`src/rtl/dbs_pkg.sv`:
```
`default_nettype none
package dbs_pkg;
    // ----------------------------------------------------------------
    // Register map
    // ----------------------------------------------------------------
    localparam logic [7:0] DBS_STATUS_OFS = 8'h21;
    localparam logic [7:0] DBS_TRACE_CTRL_OFS = 8'h22;
    localparam logic [7:0] DBS_TRACE_CTRL_RST = 8'h00;
    localparam logic [7:0] DBS_RDATA_RST = 8'h00;

    // ----------------------------------------------------------------
    // Field positions
    // ----------------------------------------------------------------
    localparam int DBS_FULL_BIT = 7;
    localparam int DBS_SEQ_LSB = 0;
    localparam int DBS_RSV_BIT = 7;
    localparam int DBS_TEN_BIT = 6;
    localparam int DBS_RANGE_LSB = 4;
    localparam int DBS_MODE_LSB = 2;
    localparam int DBS_ALIGN_LSB = 0;

    // ----------------------------------------------------------------
    // Trace buffer size
    // ----------------------------------------------------------------
    localparam logic [6:0] DBS_BUF_LINES = 7'h40;

    // ----------------------------------------------------------------
    // Encodings
    // ----------------------------------------------------------------
    typedef enum logic [2:0] {
        DBS_ST0 = 3'b000,
        DBS_ST1 = 3'b001,
        DBS_ST2 = 3'b010,
        DBS_ST3 = 3'b011,
        DBS_FINAL = 3'b100
    } dbs_seq_t;

    typedef enum logic [1:0] {
        DBS_MODE_NORMAL = 2'b00,
        DBS_MODE_LOOP = 2'b01,
        DBS_MODE_DETAIL = 2'b10,
        DBS_MODE_PURE_PC = 2'b11
    } dbs_mode_t;

    typedef enum logic [1:0] {
        DBS_RANGE_ALL = 2'b00,
        DBS_RANGE_UPTO_D = 2'b01,
        DBS_RANGE_FROM_C = 2'b10,
        DBS_RANGE_C_TO_D = 2'b11
    } dbs_range_t;

    typedef enum logic [1:0] {
        DBS_ALIGN_END = 2'b00,
        DBS_ALIGN_BEGIN = 2'b01,
        DBS_ALIGN_MID = 2'b10,
        DBS_ALIGN_RSV = 2'b11
    } dbs_align_t;
endpackage
`default_nettype wire

```
`src/rtl/dbs_sequencer.sv`:
```
`default_nettype none
module dbs_sequencer
    import dbs_pkg::*;
(
    // Clock and reset
    input wire logic core_clk,
    input wire logic resetn,
    input wire logic sys_reset,
    // Session control
    input wire logic armed,
    input wire logic arm_write,
    input wire logic trig_end,
    // State requests
    input wire logic seq_goto_valid,
    input wire logic [2:0] seq_goto_code,
    // Flags
    output var logic [2:0] seq_flags
);
    typedef struct packed {
        dbs_seq_t state;
    } dbs_seq_state_t;

    dbs_seq_state_t r;
    dbs_seq_state_t next_r;

    function automatic logic dbs_code_legal(input logic [2:0] code);
        logic ok;
        ok = 1'b0;
        unique case (code)
            3'b000, 3'b001, 3'b010, 3'b011, 3'b100: ok = 1'b1;
            default: ok = 1'b0;
        endcase
        return ok;
    endfunction

    always_comb begin
        next_r = r;
        if (sys_reset) begin
            next_r.state = DBS_ST0;
        end else if (trig_end) begin
            // Hardware end beats a same-cycle arm write
            next_r.state = DBS_ST0;
        end else if (arm_write) begin
            next_r.state = DBS_ST1;
        end else if (armed && seq_goto_valid && dbs_code_legal(seq_goto_code)) begin
            next_r.state = dbs_seq_t'(seq_goto_code);
        end
        // Software disarm leaves the last state in place
    end

    always_ff @(posedge core_clk) begin
        if (!resetn) begin
            r <= '{state: DBS_ST0};
        end else begin
            r <= next_r;
        end
    end

    assign seq_flags = r.state;
endmodule
`default_nettype wire

```
`src/rtl/dbs_range_filter.sv`:
```
`default_nettype none
module dbs_range_filter
    import dbs_pkg::*;
#(
    parameter int ADDR_W = 23
) (
    // Address and bounds
    input wire logic [ADDR_W-1:0] addr,
    input wire logic [ADDR_W-1:0] cmp_c_addr,
    input wire logic [ADDR_W-1:0] cmp_d_addr,
    // Selection
    input wire logic [1:0] range_sel,
    output var logic in_range
);
    always_comb begin
        unique case (dbs_range_t'(range_sel))
            DBS_RANGE_ALL: in_range = 1'b1;
            DBS_RANGE_UPTO_D: in_range = (addr <= cmp_d_addr);
            DBS_RANGE_FROM_C: in_range = (addr >= cmp_c_addr);
            DBS_RANGE_C_TO_D: in_range = (addr >= cmp_c_addr) && (addr <= cmp_d_addr);
        endcase
    end
endmodule
`default_nettype wire

```
`src/rtl/dbs_status_trace.sv`:
```
`default_nettype none
module dbs_status_trace
    import dbs_pkg::*;
#(
    parameter int ADDR_W = 23
) (
    // Clock and resets
    input wire logic core_clk,
    input wire logic resetn,
    input wire logic sys_reset,
    // Register port
    input wire logic [7:0] bus_addr,
    input wire logic [7:0] bus_wdata,
    input wire logic bus_wr,
    input wire logic bus_rd,
    output var logic [7:0] bus_rdata,
    // Session control
    input wire logic armed,
    input wire logic arm_write,
    input wire logic secured,
    input wire logic trig_end,
    input wire logic seq_goto_valid,
    input wire logic [2:0] seq_goto_code,
    // Comparators
    input wire logic [ADDR_W-1:0] cmp_c_addr,
    input wire logic [ADDR_W-1:0] cmp_d_addr,
    input wire logic cmp_c_match,
    input wire logic cmp_d_match,
    input wire logic cmp_c_enable,
    input wire logic cmp_d_enable,
    output var logic cmp_c_trig,
    output var logic cmp_d_trig,
    // Core activity
    input wire logic cof_valid,
    input wire logic [ADDR_W-1:0] cof_addr,
    input wire logic acc_valid,
    input wire logic [ADDR_W-1:0] acc_addr,
    input wire logic pc_valid,
    input wire logic [ADDR_W-1:0] pc_addr,
    // Trace buffer
    input wire logic line_written,
    input wire logic [6:0] entry_count,
    output var logic [6:0] valid_lines,
    output var logic store_cof,
    output var logic store_acc,
    output var logic store_pc,
    output var logic [ADDR_W-1:0] store_addr,
    // Trigger alignment
    output var logic trig_align_end,
    output var logic trig_align_begin,
    output var logic trig_align_mid
);
    // ----------------------------------------------------------------
    // State
    // ----------------------------------------------------------------
    typedef struct packed {
        logic [7:0] tctrl;
        logic full;
        logic [6:0] lines;
        logic [7:0] rdata;
        logic [6:0] valid;
        logic s_cof;
        logic s_acc;
        logic s_pc;
        logic [ADDR_W-1:0] s_addr;
        logic [ADDR_W-1:0] last_cof;
        logic have_last;
        logic a_end;
        logic a_begin;
        logic a_mid;
        logic c_trig;
        logic d_trig;
    } dbs_core_t;

    dbs_core_t r;
    dbs_core_t next_r;
    logic [2:0] seq_flags;
    logic acc_in_range;
    logic trace_active;
    dbs_mode_t mode;
    dbs_align_t align;

    // ----------------------------------------------------------------
    // Sequencer and range filter
    // ----------------------------------------------------------------
    dbs_sequencer u_seq (
        .core_clk(core_clk),
        .resetn(resetn),
        .sys_reset(sys_reset),
        .armed(armed),
        .arm_write(arm_write),
        .trig_end(trig_end),
        .seq_goto_valid(seq_goto_valid),
        .seq_goto_code(seq_goto_code),
        .seq_flags(seq_flags)
    );

    dbs_range_filter #(
        .ADDR_W(ADDR_W)
    ) u_range (
        .addr(acc_addr),
        .cmp_c_addr(cmp_c_addr),
        .cmp_d_addr(cmp_d_addr),
        .range_sel(r.tctrl[DBS_RANGE_LSB+:2]),
        .in_range(acc_in_range)
    );

    // ----------------------------------------------------------------
    // Next state
    // ----------------------------------------------------------------
    assign mode = dbs_mode_t'(r.tctrl[DBS_MODE_LSB+:2]);
    assign align = dbs_align_t'(r.tctrl[DBS_ALIGN_LSB+:2]);
    assign trace_active = armed && r.tctrl[DBS_TEN_BIT] && !secured;

    always_comb begin
        next_r = r;
        // Read data stands for one cycle only
        next_r.rdata = DBS_RDATA_RST;
        if (bus_rd) begin
            unique case (bus_addr)
                DBS_STATUS_OFS: begin
                    next_r.rdata = 8'h00;
                    next_r.rdata[DBS_FULL_BIT] = r.full;
                    next_r.rdata[DBS_SEQ_LSB+:3] = seq_flags;
                end
                DBS_TRACE_CTRL_OFS: next_r.rdata = r.tctrl;
                default: next_r.rdata = DBS_RDATA_RST;
            endcase
        end
        // Status offset takes no write at all
        if (bus_wr && bus_addr == DBS_TRACE_CTRL_OFS) begin
            if (!secured && !armed) begin
                next_r.tctrl[DBS_RSV_BIT] = bus_wdata[DBS_RSV_BIT];
                next_r.tctrl[DBS_TEN_BIT] = bus_wdata[DBS_TEN_BIT];
            end
            if (!armed) begin
                next_r.tctrl[5:0] = bus_wdata[5:0];
            end
        end
        // Line count since arming; arm restarts it
        if (arm_write) begin
            next_r.lines = 7'h00;
            next_r.full = 1'b0;
            next_r.have_last = 1'b0;
        end
        if (line_written && (arm_write || r.lines != DBS_BUF_LINES)) begin
            next_r.lines = (arm_write ? 7'h00 : r.lines) + 7'h01;
        end
        // A line arriving with the clear still sets the flag when the old count is 63 or more
        if (line_written && r.lines >= DBS_BUF_LINES - 7'h01) begin
            next_r.full = 1'b1;
        end
        next_r.valid = r.full ? DBS_BUF_LINES : entry_count;
        // Store requests
        next_r.s_cof = 1'b0;
        next_r.s_acc = 1'b0;
        next_r.s_pc = 1'b0;
        if (trace_active) begin
            unique case (mode)
                DBS_MODE_NORMAL: begin
                    if (cof_valid) begin
                        next_r.s_cof = 1'b1;
                        next_r.s_addr = cof_addr;
                    end
                end
                DBS_MODE_LOOP: begin
                    if (cof_valid && !(r.have_last && cof_addr == r.last_cof)) begin
                        next_r.s_cof = 1'b1;
                        next_r.s_addr = cof_addr;
                        next_r.last_cof = cof_addr;
                        next_r.have_last = 1'b1;
                    end
                end
                DBS_MODE_DETAIL: begin
                    if (acc_valid && acc_in_range) begin
                        next_r.s_acc = 1'b1;
                        next_r.s_addr = acc_addr;
                    end
                end
                DBS_MODE_PURE_PC: begin
                    if (pc_valid) begin
                        next_r.s_pc = 1'b1;
                        next_r.s_addr = pc_addr;
                    end
                end
            endcase
        end
        // Trigger placement; reserved code falls back to end
        next_r.a_end = (align == DBS_ALIGN_END) || (align == DBS_ALIGN_RSV);
        next_r.a_begin = (align == DBS_ALIGN_BEGIN);
        next_r.a_mid = (align == DBS_ALIGN_MID);
        // Enabled comparators keep driving cmp_c_trig and cmp_d_trig
        next_r.c_trig = cmp_c_match && cmp_c_enable;
        next_r.d_trig = cmp_d_match && cmp_d_enable;
        // System reset spares the full flag, line count, valid count, store and loop addresses and placement flags
        if (sys_reset) begin
            next_r.tctrl = DBS_TRACE_CTRL_RST;
            next_r.rdata = DBS_RDATA_RST;
            next_r.s_cof = 1'b0;
            next_r.s_acc = 1'b0;
            next_r.s_pc = 1'b0;
            next_r.have_last = 1'b0;
            next_r.c_trig = 1'b0;
            next_r.d_trig = 1'b0;
        end
    end

    // ----------------------------------------------------------------
    // Registers
    // ----------------------------------------------------------------
    always_ff @(posedge core_clk) begin
        if (!resetn) begin
            r <= '0;
        end else begin
            r <= next_r;
        end
    end

    assign bus_rdata = r.rdata;
    assign valid_lines = r.valid;
    assign store_cof = r.s_cof;
    assign store_acc = r.s_acc;
    assign store_pc = r.s_pc;
    assign store_addr = r.s_addr;
    assign trig_align_end = r.a_end;
    assign trig_align_begin = r.a_begin;
    assign trig_align_mid = r.a_mid;
    assign cmp_c_trig = r.c_trig;
    assign cmp_d_trig = r.d_trig;
endmodule
`default_nettype wire

```
`config.mk`:
```
export PLATFORM = sky130hd
export DESIGN_NAME = dbs_status_trace
export DESIGN_NICKNAME = d
export VERILOG_FILES = /design/src/rtl/dbs_pkg.sv /design/src/rtl/dbs_sequencer.sv /design/src/rtl/dbs_range_filter.sv /design/src/rtl/dbs_status_trace.sv
export SDC_FILE = /design/constraint.sdc
export NUM_CORES = 1
export LEC_CHECK = 0
export BUFFER_PORTS_ARGS = -buffer_cell sky130_fd_sc_hd__buf_2
export CAP_MARGIN = 20
export CELL_PAD_IN_SITES_DETAIL_PLACEMENT = 0
export CELL_PAD_IN_SITES_GLOBAL_PLACEMENT = 1
export CORE_MARGIN = 4
export CORE_UTILIZATION = 37
export CTS_CLUSTER_SIZE = 12
export DETAILED_ROUTE_END_ITERATION = 7
export PLACE_DENSITY_LB_ADDON = 0.1
export SYNTH_ARGS = -nofsm -noshare
export SYNTH_HDL_FRONTEND = slang
export SYNTH_SLANG_ARGS = --single-unit
```
`constraint.sdc`:
```
create_clock -name core_clk -period 3.6 [get_ports core_clk]
set_clock_uncertainty 0.15 [all_clocks]
set_input_delay 0.54 -clock core_clk [delete_from_list [all_inputs] [get_ports core_clk]]
set_output_delay 0.54 -clock core_clk [all_outputs]
set_load 0.1 [all_outputs]
```
* Yosys cells after proc, flatten, opt, wreduce, memory -nomap -nowiden
Index checks and enable logic that the tools add are counted.
** Storage, ports and cells
- Register bits :: 89
- Latch bits :: 0
- Memory bits (writable) :: 0
- Memory bits (read-only) :: 0
- Output and inout bits :: 46
- Memories :: 0
** Operators by class
- Add/sub/neg operators :: 1
- Multiply operators :: 0
- Div/mod/pow operators :: 0
- $lt $le $gt $ge :: 3
- Equality and inequality tests :: 21
- Shift-type cells :: 0
- Multiplexer cells :: 25
- Bitwise logic cells :: 6
- Reductions and logical operators :: 39
** Operators by type and width (number)
- one-hot mux 23 bit (4 select lines) :: 1
- 2-to-1 mux 47 bit :: 1
- 2-to-1 mux 23 bit :: 2
- 2-to-1 mux 24 bit :: 1
- equality test 23 bit :: 1
- greater-or-equal comparator 23 bit :: 1
- <= comparator 23 bit :: 1
- 2-to-1 mux 7 bit :: 3
- equality test 8 x 6 -> 1 bit (second input constant) :: 2
- one-hot mux 8 bit (2 select lines) :: 1
- logical AND 1 bit :: 14
- 2-to-1 mux 1 bit :: 13
- equality test 2 bit (second input constant) :: 6
- OR reduction 4 bit :: 3
- OR reduction 3 bit :: 3
- 2-to-1 mux 8 bit :: 1
- inequality test 2 bit (second input constant) :: 4
- adder 7 x 1 -> 7 bit (second input constant) :: 1
- greater-or-equal comparator 7 x 6 -> 1 bit (second input constant) :: 1
- inequality test 7 bit (second input constant) :: 1
- equality test 2 x 1 -> 1 bit (second input constant) :: 3
- equality test 3 x 2 -> 1 bit (second input constant) :: 2
- logical NOT 2 bit :: 3
- inverter 1 bit :: 6
- 13 further kinds :: 20

* Longest topological paths before layout
Gate-level depths: netlist (run 1).
- Depth after elaboration :: 9
- Mapped depth :: 10
- Mapped depth without buffers :: 9

* By module
From an unflattened synthesis (run 1), not the netlist that was laid out.
** Second synthesis, totals
- Cells, all modules :: 690
- Area total of the unflattened synthesis :: 5715.5 um^2
** By module, submodules not included
- dbs_status_trace :: times used 1, cells each 511, area an instance 4394.2 um^2
- dbs_range_filter :: times used 1, cells each 162, area an instance 1157.4 um^2
- dbs_sequencer :: times used 1, cells each 17, area an instance 163.9 um^2

* Worst setup path after synthesis (run 1)
Ideal clock, no wire load.
- Path type :: input-to-reg
- From :: input port cmp_c_addr[21]
- To :: register r, in the netlist store_addr[0]
- Data arrival time :: 2.973 ns
- Setup slack :: 0.319 ns
- Stages :: 9
- Cell sequence :: inv_1 -> ha_1 -> nand4_1 -> or4_1 -> or4_1 -> a41oi_2 -> a2bb2oi_4 -> buf_2 -> a311oi_2
** On the way
- Cells in the longest elaborated chain, start to end :: 6
** RTL lines
- from (decl) :: line dbs_status_trace.sv:25 : input wire logic [ADDR_W-1:0] cmp_c_addr,
- greater-or-equal comparator 23 bit (*) :: line dbs_range_filter.sv:19, dbs_range_filter.sv:20
- logical AND 1 bit :: line dbs_range_filter.sv:20 : DBS_RANGE_C_TO_D: in_range = (addr >= cmp_c_addr) && (addr <= cmp_d_addr);
- one-hot mux 1 bit (4 select lines) (*) :: line dbs_range_filter.sv:16 : unique case (dbs_range_t'(range_sel))
- logical AND 1 bit (*) :: line dbs_status_trace.sv:175 : if (acc_valid && acc_in_range) begin
- inequality test 2 bit (no source line) (*)
- AND reduction 5 bit (no source line) (*)
- to (signal assigned) :: line dbs_status_trace.sv:215 : r <= next_r;
- to (decl) :: line dbs_status_trace.sv:75 : dbs_core_t r;
Mark *: on every way between the ends. The rest lies on a longest branch, timed or not.
A chain may end at the register's enable or synchronous reset.

* Final worst setup path (run 1)
- From :: input port acc_addr[22]
- To :: register r, in the netlist store_addr[11]
** On the way
- Cells in the longest elaborated chain, start to end :: 6
** RTL lines
- from (decl) :: line dbs_status_trace.sv:37 : input wire logic [ADDR_W-1:0] acc_addr,
- greater-or-equal comparator 23 bit / <= comparator 23 bit (equally long branches) :: line dbs_range_filter.sv:19, dbs_range_filter.sv:20, dbs_range_filter.sv:18
- logical AND 1 bit :: line dbs_range_filter.sv:20
- one-hot mux 1 bit (4 select lines) (*) :: line dbs_range_filter.sv:16
- logical AND 1 bit (*) :: line dbs_status_trace.sv:175
- inequality test 2 bit (no source line) (*)
- AND reduction 5 bit (no source line) (*)
Marked as above.

==> reports/metrics.cfg, run 1 <==
[final_layout]
area_delta_synth_final_pct = 22.08
final_nets = 1037
filler_cell_count = 1540
antennaDiodeCount = 0
finish.instance_area_mm2 = 0.007002
post_route_cells_drive_above_1_share = 0.3097
finish.cell_count_without_fillers = 1021

[logic_synthesis]
synth_edf_count = 0
synth_xor_xnor_area_share = 0.04276
syn_inst_count = 669
count_of_distinct_cell_types_in_the_synthesized_netlist = 48
synth_top_flop_cell = sky130_fd_sc_hd__dfxtp_1
postSynth.asyncResetShare = 0
area_fraction_in_compound_gates_after_synthesis = 0.1872
seq_area_frac_synth = 0.3106
syn_nets = 877
synth_area_mm2 = 0.005736
synth_area_per_cell_um2 = 8.573
post_synth_and_or_nand_nor_area_fraction = 0.1464
synth_top_area_cell = sky130_fd_sc_hd__dfxtp_1
adder_cell_share_of_the_synthesized_area = 0.1069
synth_top_cell_area_share = 0.3106
synth_mux_area_frac = 0.09773
total_of_flip_flops_plus_latches_after_synthesis = 89
ys_warn_count = 0
synth_area_leaders = sky130_fd_sc_hd__dfxtp_1 31%, sky130_fd_sc_hd__ha_1 11%, sky130_fd_sc_hd__mux2i_1 9.8%
synth_top_family_by_area = compound AO/OA/AOI/OAI gates
synthMostInstantiatedCell = sky130_fd_sc_hd__dfxtp_1
synth.cells.most_frequent = 89 x sky130_fd_sc_hd__dfxtp_1, 68 x sky130_fd_sc_hd__a21oi_1, 56 x sky130_fd_sc_hd__mux2i_1

[worst_setup_path]
worst_path_max_delay_cell = sky130_fd_sc_hd__or4_1
r2r_start = mode[1]
r2r_cells = 5
setup.worst_path.start = acc_addr[22]
regToRegEndpoint = store_addr[5]
timing.critical_path.fanout_max = 43
timing.critical_path.cells = buf_2 > ha_1 > nand4_1 > or4_1 > or4_1 > a41oi_2 > a2bb2oi_4 > buf_12 > a21oi_1 > a311oi_1
worst_ep_required_time_ns = 3.70
crit_type = input port to flop
arrival_ns = 3.33
cpMostUsedCell = sky130_fd_sc_hd__or4_1
cp-endpoint = store_addr[11]
startpoint_type = input port
reg2reg_setup_slack_ns = 0.90
critical_path.max_stage_delay_ns = 0.56
critPathCaptureType = flop

[clock_tree]
clk_path_buf_depth = 2
tritoncts = built
clk_latency_ns = 0.35
worst_setup_hold_path_clk_slew_ns = 0.06
number_of_post_cts_setup_repair_buffers = 0
h_tree_depth_reported_by_cts = 3
clkSinkCount = 89
cts-buffers-inserted = 9
clk_root_buffer_cell = sky130_fd_sc_hd__clkbuf_16
cts.hold.buffers_added = 0
post_cts.resized_instances = 0

[global_routing]
first_global_vias = 5210
use_met3 = 0.04639
overflow_left_after_global_routing = 0
antenna_found_initial = 3
use_met1 = 0.2630
gr-usage-all-layers = 0.1948
grt_use_met2 = 0.3094
grt-busiest-layer = met2
grt_start_max_net_pins = 44
grt_pass1_wl_um = 27070

[floorplanning]
io-pin-count = 205
initial_util = 0.3773
core_region_area_mm2 = 0.01520
row_count = 45
floorplan.die.height_um = 132.5
fp.dieW_um = 132.5
die_area_mm2 = 0.01756

[drt]
route.antenna.remaining_nets = 0
route.detailed.vias_per_inst = 5.155
remaining_drc_errors = 0
wirelength_um = 17550
initial_detailed_routing_violation_count = 273
drt_first_pass_iters = 5
wl_per_cell_um = 17.19
dr_total_vias = 5263

[run_status]
outcome = finished clean

[place]
dp_cells = 1005
dp_hpwl_um = 14130
post_dp_area_mm2 = 0.006700
gpl.final_weighted_congestion = 0.8572
numPortBuffers = 204

[sta]
rsz0062_at_grt = no
max-slew-margin-rel = 0.3842
timing_max_transition_violations_final = 0
report.final.hold_viol_count = 0
final_min_period_over_clock_period = 0.8970
max_freq_ghz = 0.3097
period_minus_slack_ns = 3.229
worst_slew_pin_slew_ns = 0.9214
setup_viols_final = 0
setup-tns-final_ns = 0

[worst_hold_path]
class_of_the_tightest_hold_or_removal_check = input port to flop

[power_and_ir_drop]
power.static_leakage_nw = 3.191
power.density_cell_area_mw_per_mm2 = 322.2
ir_worst_vdd_uv = 197.3

[run]
timing.max_cap.violations = 0

==> critical path: cells and delay by family <==
kind	cells	cell delay [ns]
compound gates	4	0.87
simple gates	3	1.24
buf+inv	2	0.35
fa+ha+maj	1	0.31
==> sequential cells by signal, indices dropped and copies added (netlist names), 2 cells and up <==
| register | flops |
|---|---|
| align | 2 |
| bus_rdata | 8 |
| mode | 2 |
| r | 36 |
| store_addr | 23 |
| u_seq.seq_flags | 3 |
| valid_lines | 7 |
==> worst min path at each step <==
stage	depth (start not counted)	slack [ns]	end	from
2_1_floorplan	1	0.30	bus_rdata[6]	r[84]
3_3_place_gp	1	0.32	bus_rdata[6]	r[84]
3_5_place_dp	1	0.32	bus_rdata[6]	r[84]
4_1_cts	2	0.21	u_seq.seq_flags[0]	trig_end
5_1_grt	2	0.23	u_seq.seq_flags[0]	trig_end
6_report	2	0.23	u_seq.seq_flags[0]	trig_end
==> cells in the final DEF, fill, tap and decap left out, types with 6 or more instances in the layout <==
master	count
sky130_fd_sc_hd__a21oi_1	67
sky130_fd_sc_hd__a311oi_2	17
sky130_fd_sc_hd__mux2i_1	56
sky130_fd_sc_hd__inv_1	52
sky130_fd_sc_hd__nor2_1	53
sky130_fd_sc_hd__nand3_1	8
sky130_fd_sc_hd__ha_1	49
sky130_fd_sc_hd__dfxtp_1	87
sky130_fd_sc_hd__buf_2	204
sky130_fd_sc_hd__o21ai_0	13
sky130_fd_sc_hd__nor4_1	9
sky130_fd_sc_hd__and2_1	15
sky130_fd_sc_hd__xnor2_1	6
sky130_fd_sc_hd__xor2_1	22
sky130_fd_sc_hd__a311oi_1	6
sky130_fd_sc_hd__nand2_1	44
sky130_fd_sc_hd__buf_4	13
sky130_fd_sc_hd__nand4_1	14
sky130_fd_sc_hd__clkbuf_16	9
sky130_fd_sc_hd__o22ai_1	23
sky130_fd_sc_hd__nor2b_1	9
==> final cells by class <==
type / count / area (µm²) / share of cell area
Multi-Input combinational cell: 457 / 3343 / 0.4775
Clock inverter: 4 / 28.78 / 0.004110
Inverter: 53 / 198.9 / 0.02841
Clock buffer: 11 / 252.7 / 0.03610
Timing Repair Buffer: 219 / 1159 / 0.1655
Tap cell: 188 / 235.2 / 0.03360
Sequential cell: 89 / 1784 / 0.2548
==> kinds of logic after synthesis <==
logic type      after synthesis
simple gates                173
compound gates              151
buf+inv                     123
flops                        89
mux                          56
fa+ha+maj                    49
xor+xnor                     28
==> layer usage <==
| layer | share of wire | up-vias |
|---|---|---|
| met5 | 0.0019 | - |
| li1 | - | 2660 |
| met4 | 0.016 | 6 |
| met3 | 0.064 | 23 |
| met1 | 0.47 | 2412 |
| met2 | 0.45 | 162 |
==> power breakdown <==
part	switching [W]	internal, W	leakage (nW)
logic	0.000217	0.000148	2.34
clock network	0.000395	0.000502	0.134
registers	0.00000235	0.000991	0.720
total	0.000615	0.00164	3.19
==> stage by stage <==
step / hold WS, ns / power [W] / util / worst slack (ns)
after floorplan: 0.2959 / 0.001214 / - / 0.3195
after global placement: 0.3168 / 0.001375 / 0.4407 / 0.07798
after detailed placement: 0.3241 / 0.001381 / 0.4407 / -0.003134
after CTS: 0.2134 / 0.002278 / 0.4593 / 0.3447
after global routing: 0.2267 / 0.002361 / 0.4606 / 0.1694
final: 0.2267 / 0.002256 / 0.4606 / 0.3709
Power figures use the tool's default switching activity.
==> run 2: changes to the inputs <==
Settings changed: CORE_MARGIN 4 to 5.
Clock period 3.6 ns to 3.65 ns, I/O delays scaled along.
==> run 2 against run 1 <==
  * Final cell count is 0.20% lower
  * Critical path depth stayed put
  * Clock power is 23% higher
  * Clock-buffer cell count is 1 higher
  * Design area is 0.55% higher
  * Worst hold slack better by 0.0074 ns
  * Sequential share of layout area is 0.14 points lower
  * Worst setup slack worse by 0.0093 ns
  * Total power is 8.2% higher
  * Register-to-register slack worse by 0.03 ns
  * Critical path type unchanged
  * Largest cell class unchanged
  * Highest routed layer unchanged
==> reports/metrics.cfg, run 2 (synthesized netlist as in run 1, its figures left out) <==
[power_and_ir_drop]
power_frac_clock = 0.450
power.static_leakage_nw = 3.214
share_comb_of_total_power = 0.149
power.density_cell_area_mw_per_mm2 = 346.6
total_switching_power_w = 0.0006073
power.share.switching = 0.2489
finalPower_w = 0.002440
relative_contribution_of_sequential_cells_to_total_power = 0.402
internal-power_w = 0.001833
ir_worst_vdd_uv = 189.6

[worst_setup_path]
cpMostUsedCell = sky130_fd_sc_hd__or4_1
critPathCaptureType = flop
timing.critical_path.cells = buf_2 > ha_1 > nand4_1 > or4_1 > or4_1 > a41oi_2 > a2bb2oi_4 > buf_12 > a21oi_1 > a311oi_2
startpoint_type = input port
critical_path.max_stage_delay_ns = 0.58
worst_path_max_delay_cell = sky130_fd_sc_hd__or4_1
arrival_ns = 3.40
timing.critical_path.fanout_max = 46
crit_type = input port to flop
worst_ep_required_time_ns = 3.76

[final_layout]
post_route_cells_drive_above_1_share = 0.3069
highest_count_cells_in_the_layout_ignoring_fill_and_taps = 204 x sky130_fd_sc_hd__buf_2, 87 x sky130_fd_sc_hd__dfxtp_1, 67 x sky130_fd_sc_hd__a21oi_1
finish.instance_area_mm2 = 0.007041
number_of_flip_flops_under_the_largest_register_name = 36
filler_cell_count = 1565
max_flop_register = r
mostFrequentLayoutCell = sky130_fd_sc_hd__buf_2
antennaDiodeCount = 0
area_delta_synth_final_pct = 22.75
final_nets = 1034

[sta]
max_freq_ghz = 0.3041
report.final.hold_viol_count = 0
final_min_period_over_clock_period = 0.9009
worst_slew_pin_slew_ns = 0.8949
rsz0062_at_grt = no
timing_max_transition_violations_final = 0
setup_viols_final = 0
period_minus_slack_ns = 3.288
setup-tns-final_ns = 0
max-slew-margin-rel = 0.4019

[worst_hold_path]
class_of_the_tightest_hold_or_removal_check = input port to flop

[clock_tree]
cts-buffers-inserted = 9
cts.hold.buffers_added = 0
number_of_post_cts_setup_repair_buffers = 0
tritoncts = built
h_tree_depth_reported_by_cts = 3
clk_latency_ns = 0.35
worst_setup_hold_path_clk_slew_ns = 0.06
clk_path_buf_depth = 2
clkSinkCount = 89
post_cts.resized_instances = 0
clk_root_buffer_cell = sky130_fd_sc_hd__clkbuf_16

[run]
timing.max_cap.violations = 0

[floorplanning]
row_count = 45
core_region_area_mm2 = 0.01520
io-pin-count = 205
fp.dieW_um = 134.5
initial_util = 0.3773
floorplan.die.height_um = 134.5
die_area_mm2 = 0.01809

[drt]
route.antenna.remaining_nets = 0
drt_first_pass_iters = 6
dr_total_vias = 5232
wirelength_um = 17920
wl_per_cell_um = 17.58
remaining_drc_errors = 0
route.detailed.vias_per_inst = 5.134
initial_detailed_routing_violation_count = 228

[global_routing]
first_global_vias = 5404
overflow_left_after_global_routing = 0
grt_pass1_wl_um = 28170
grt_start_max_net_pins = 47
antenna_found_initial = 1
gr-usage-all-layers = 0.1974

[place]
post_dp_area_mm2 = 0.006685
numPortBuffers = 204
gpl.final_weighted_congestion = 0.8889
dp_hpwl_um = 14510

[run_status]
outcome = finished clean

==> run 2: changes by cell type in the layout (fill, tap and decap cells not counted) <==
| cell | previous run | this run |
|---|---|---|
| sky130_fd_sc_hd__buf_4 | 13 | 11 |
| sky130_fd_sc_hd__bufinv_16 | 0 | 3 |
| sky130_fd_sc_hd__clkinv_2 | 1 | 0 |
| sky130_fd_sc_hd__clkbuf_1 | 0 | 1 |
| sky130_fd_sc_hd__buf_12 | 2 | 1 |
| sky130_fd_sc_hd__clkinvlp_4 | 2 | 0 |
==> run 2: stage by stage <==
| stage | cells | worst slack (ns) | hold WS (ns) | util |
|---|---|---|---|---|
| finish | 1019 | 0.3616 | 0.2341 | 0.4631 |
| global route | 1019 | 0.1878 | 0.2463 | 0.4631 |
| CTS | 1019 | 0.3689 | 0.2242 | 0.4631 |
| detailed placement | 1003 | 0.03498 | 0.3142 | 0.4398 |
| global placement | 1003 | 0.1158 | 0.3174 | 0.4398 |
| floorplan | 669 | 0.3620 | 0.2959 | - |
==> run 2: worst paths after layout <==
check / startpoint / endpoint / slack, ns / cells past startpoint
worst min-delay path: trig_end / u_seq.seq_flags[0] / 0.23 / 2
worst max register to register: r[16] / store_addr[14] / 0.87 / 8
worst max-delay path: acc_addr[22] / store_addr[3] / 0.36 / 10
worst min register to register: r[84] / bus_rdata[6] / 0.33 / 1
==> run 2: critical path: cells and delay by family <==
kind	cells	cell delay, ns
compound gates	4	0.88
fa+ha+maj	1	0.31
simple gates	3	1.28
buf+inv	2	0.35
==> run 2: power by group through the flow <==
stage | registers [W] | clock network, W | logic [W]
after global routing | 0.000980 | 0.00116 | 0.000404
after detailed placement | 0.00100 | 0 | 0.000362
after CTS | 0.000980 | 0.00112 | 0.000364
after floorplan | 0.00101 | 0 | 0.000187
after global placement | 0.00100 | 0 | 0.000354
final | 0.000980 | 0.00110 | 0.000363
==> run 2: routing by layer <==
metal | vias up | wire length [µm] | global-route usage
met5 | - | 13 | 0
met4 | 2 | 373 | 0.07014
met3 | 28 | 1191 | 0.04136
met2 | 164 | 8153 | 0.3204
met1 | 2391 | 8183 | 0.2604
li1 | 2647 | - | -
==> run 2: final cells by class <==
class / instances / area, µm² / area share
flip-flops and latches: 89 / 1784 / 0.2534
multi-input cells: 457 / 3343 / 0.4749
clock buffers: 12 / 256.5 / 0.03643
clock inverters: 4 / 98.84 / 0.01404
inverters: 53 / 198.9 / 0.02826
repair buffers: 216 / 1124 / 0.1596
well taps: 188 / 235.2 / 0.03341
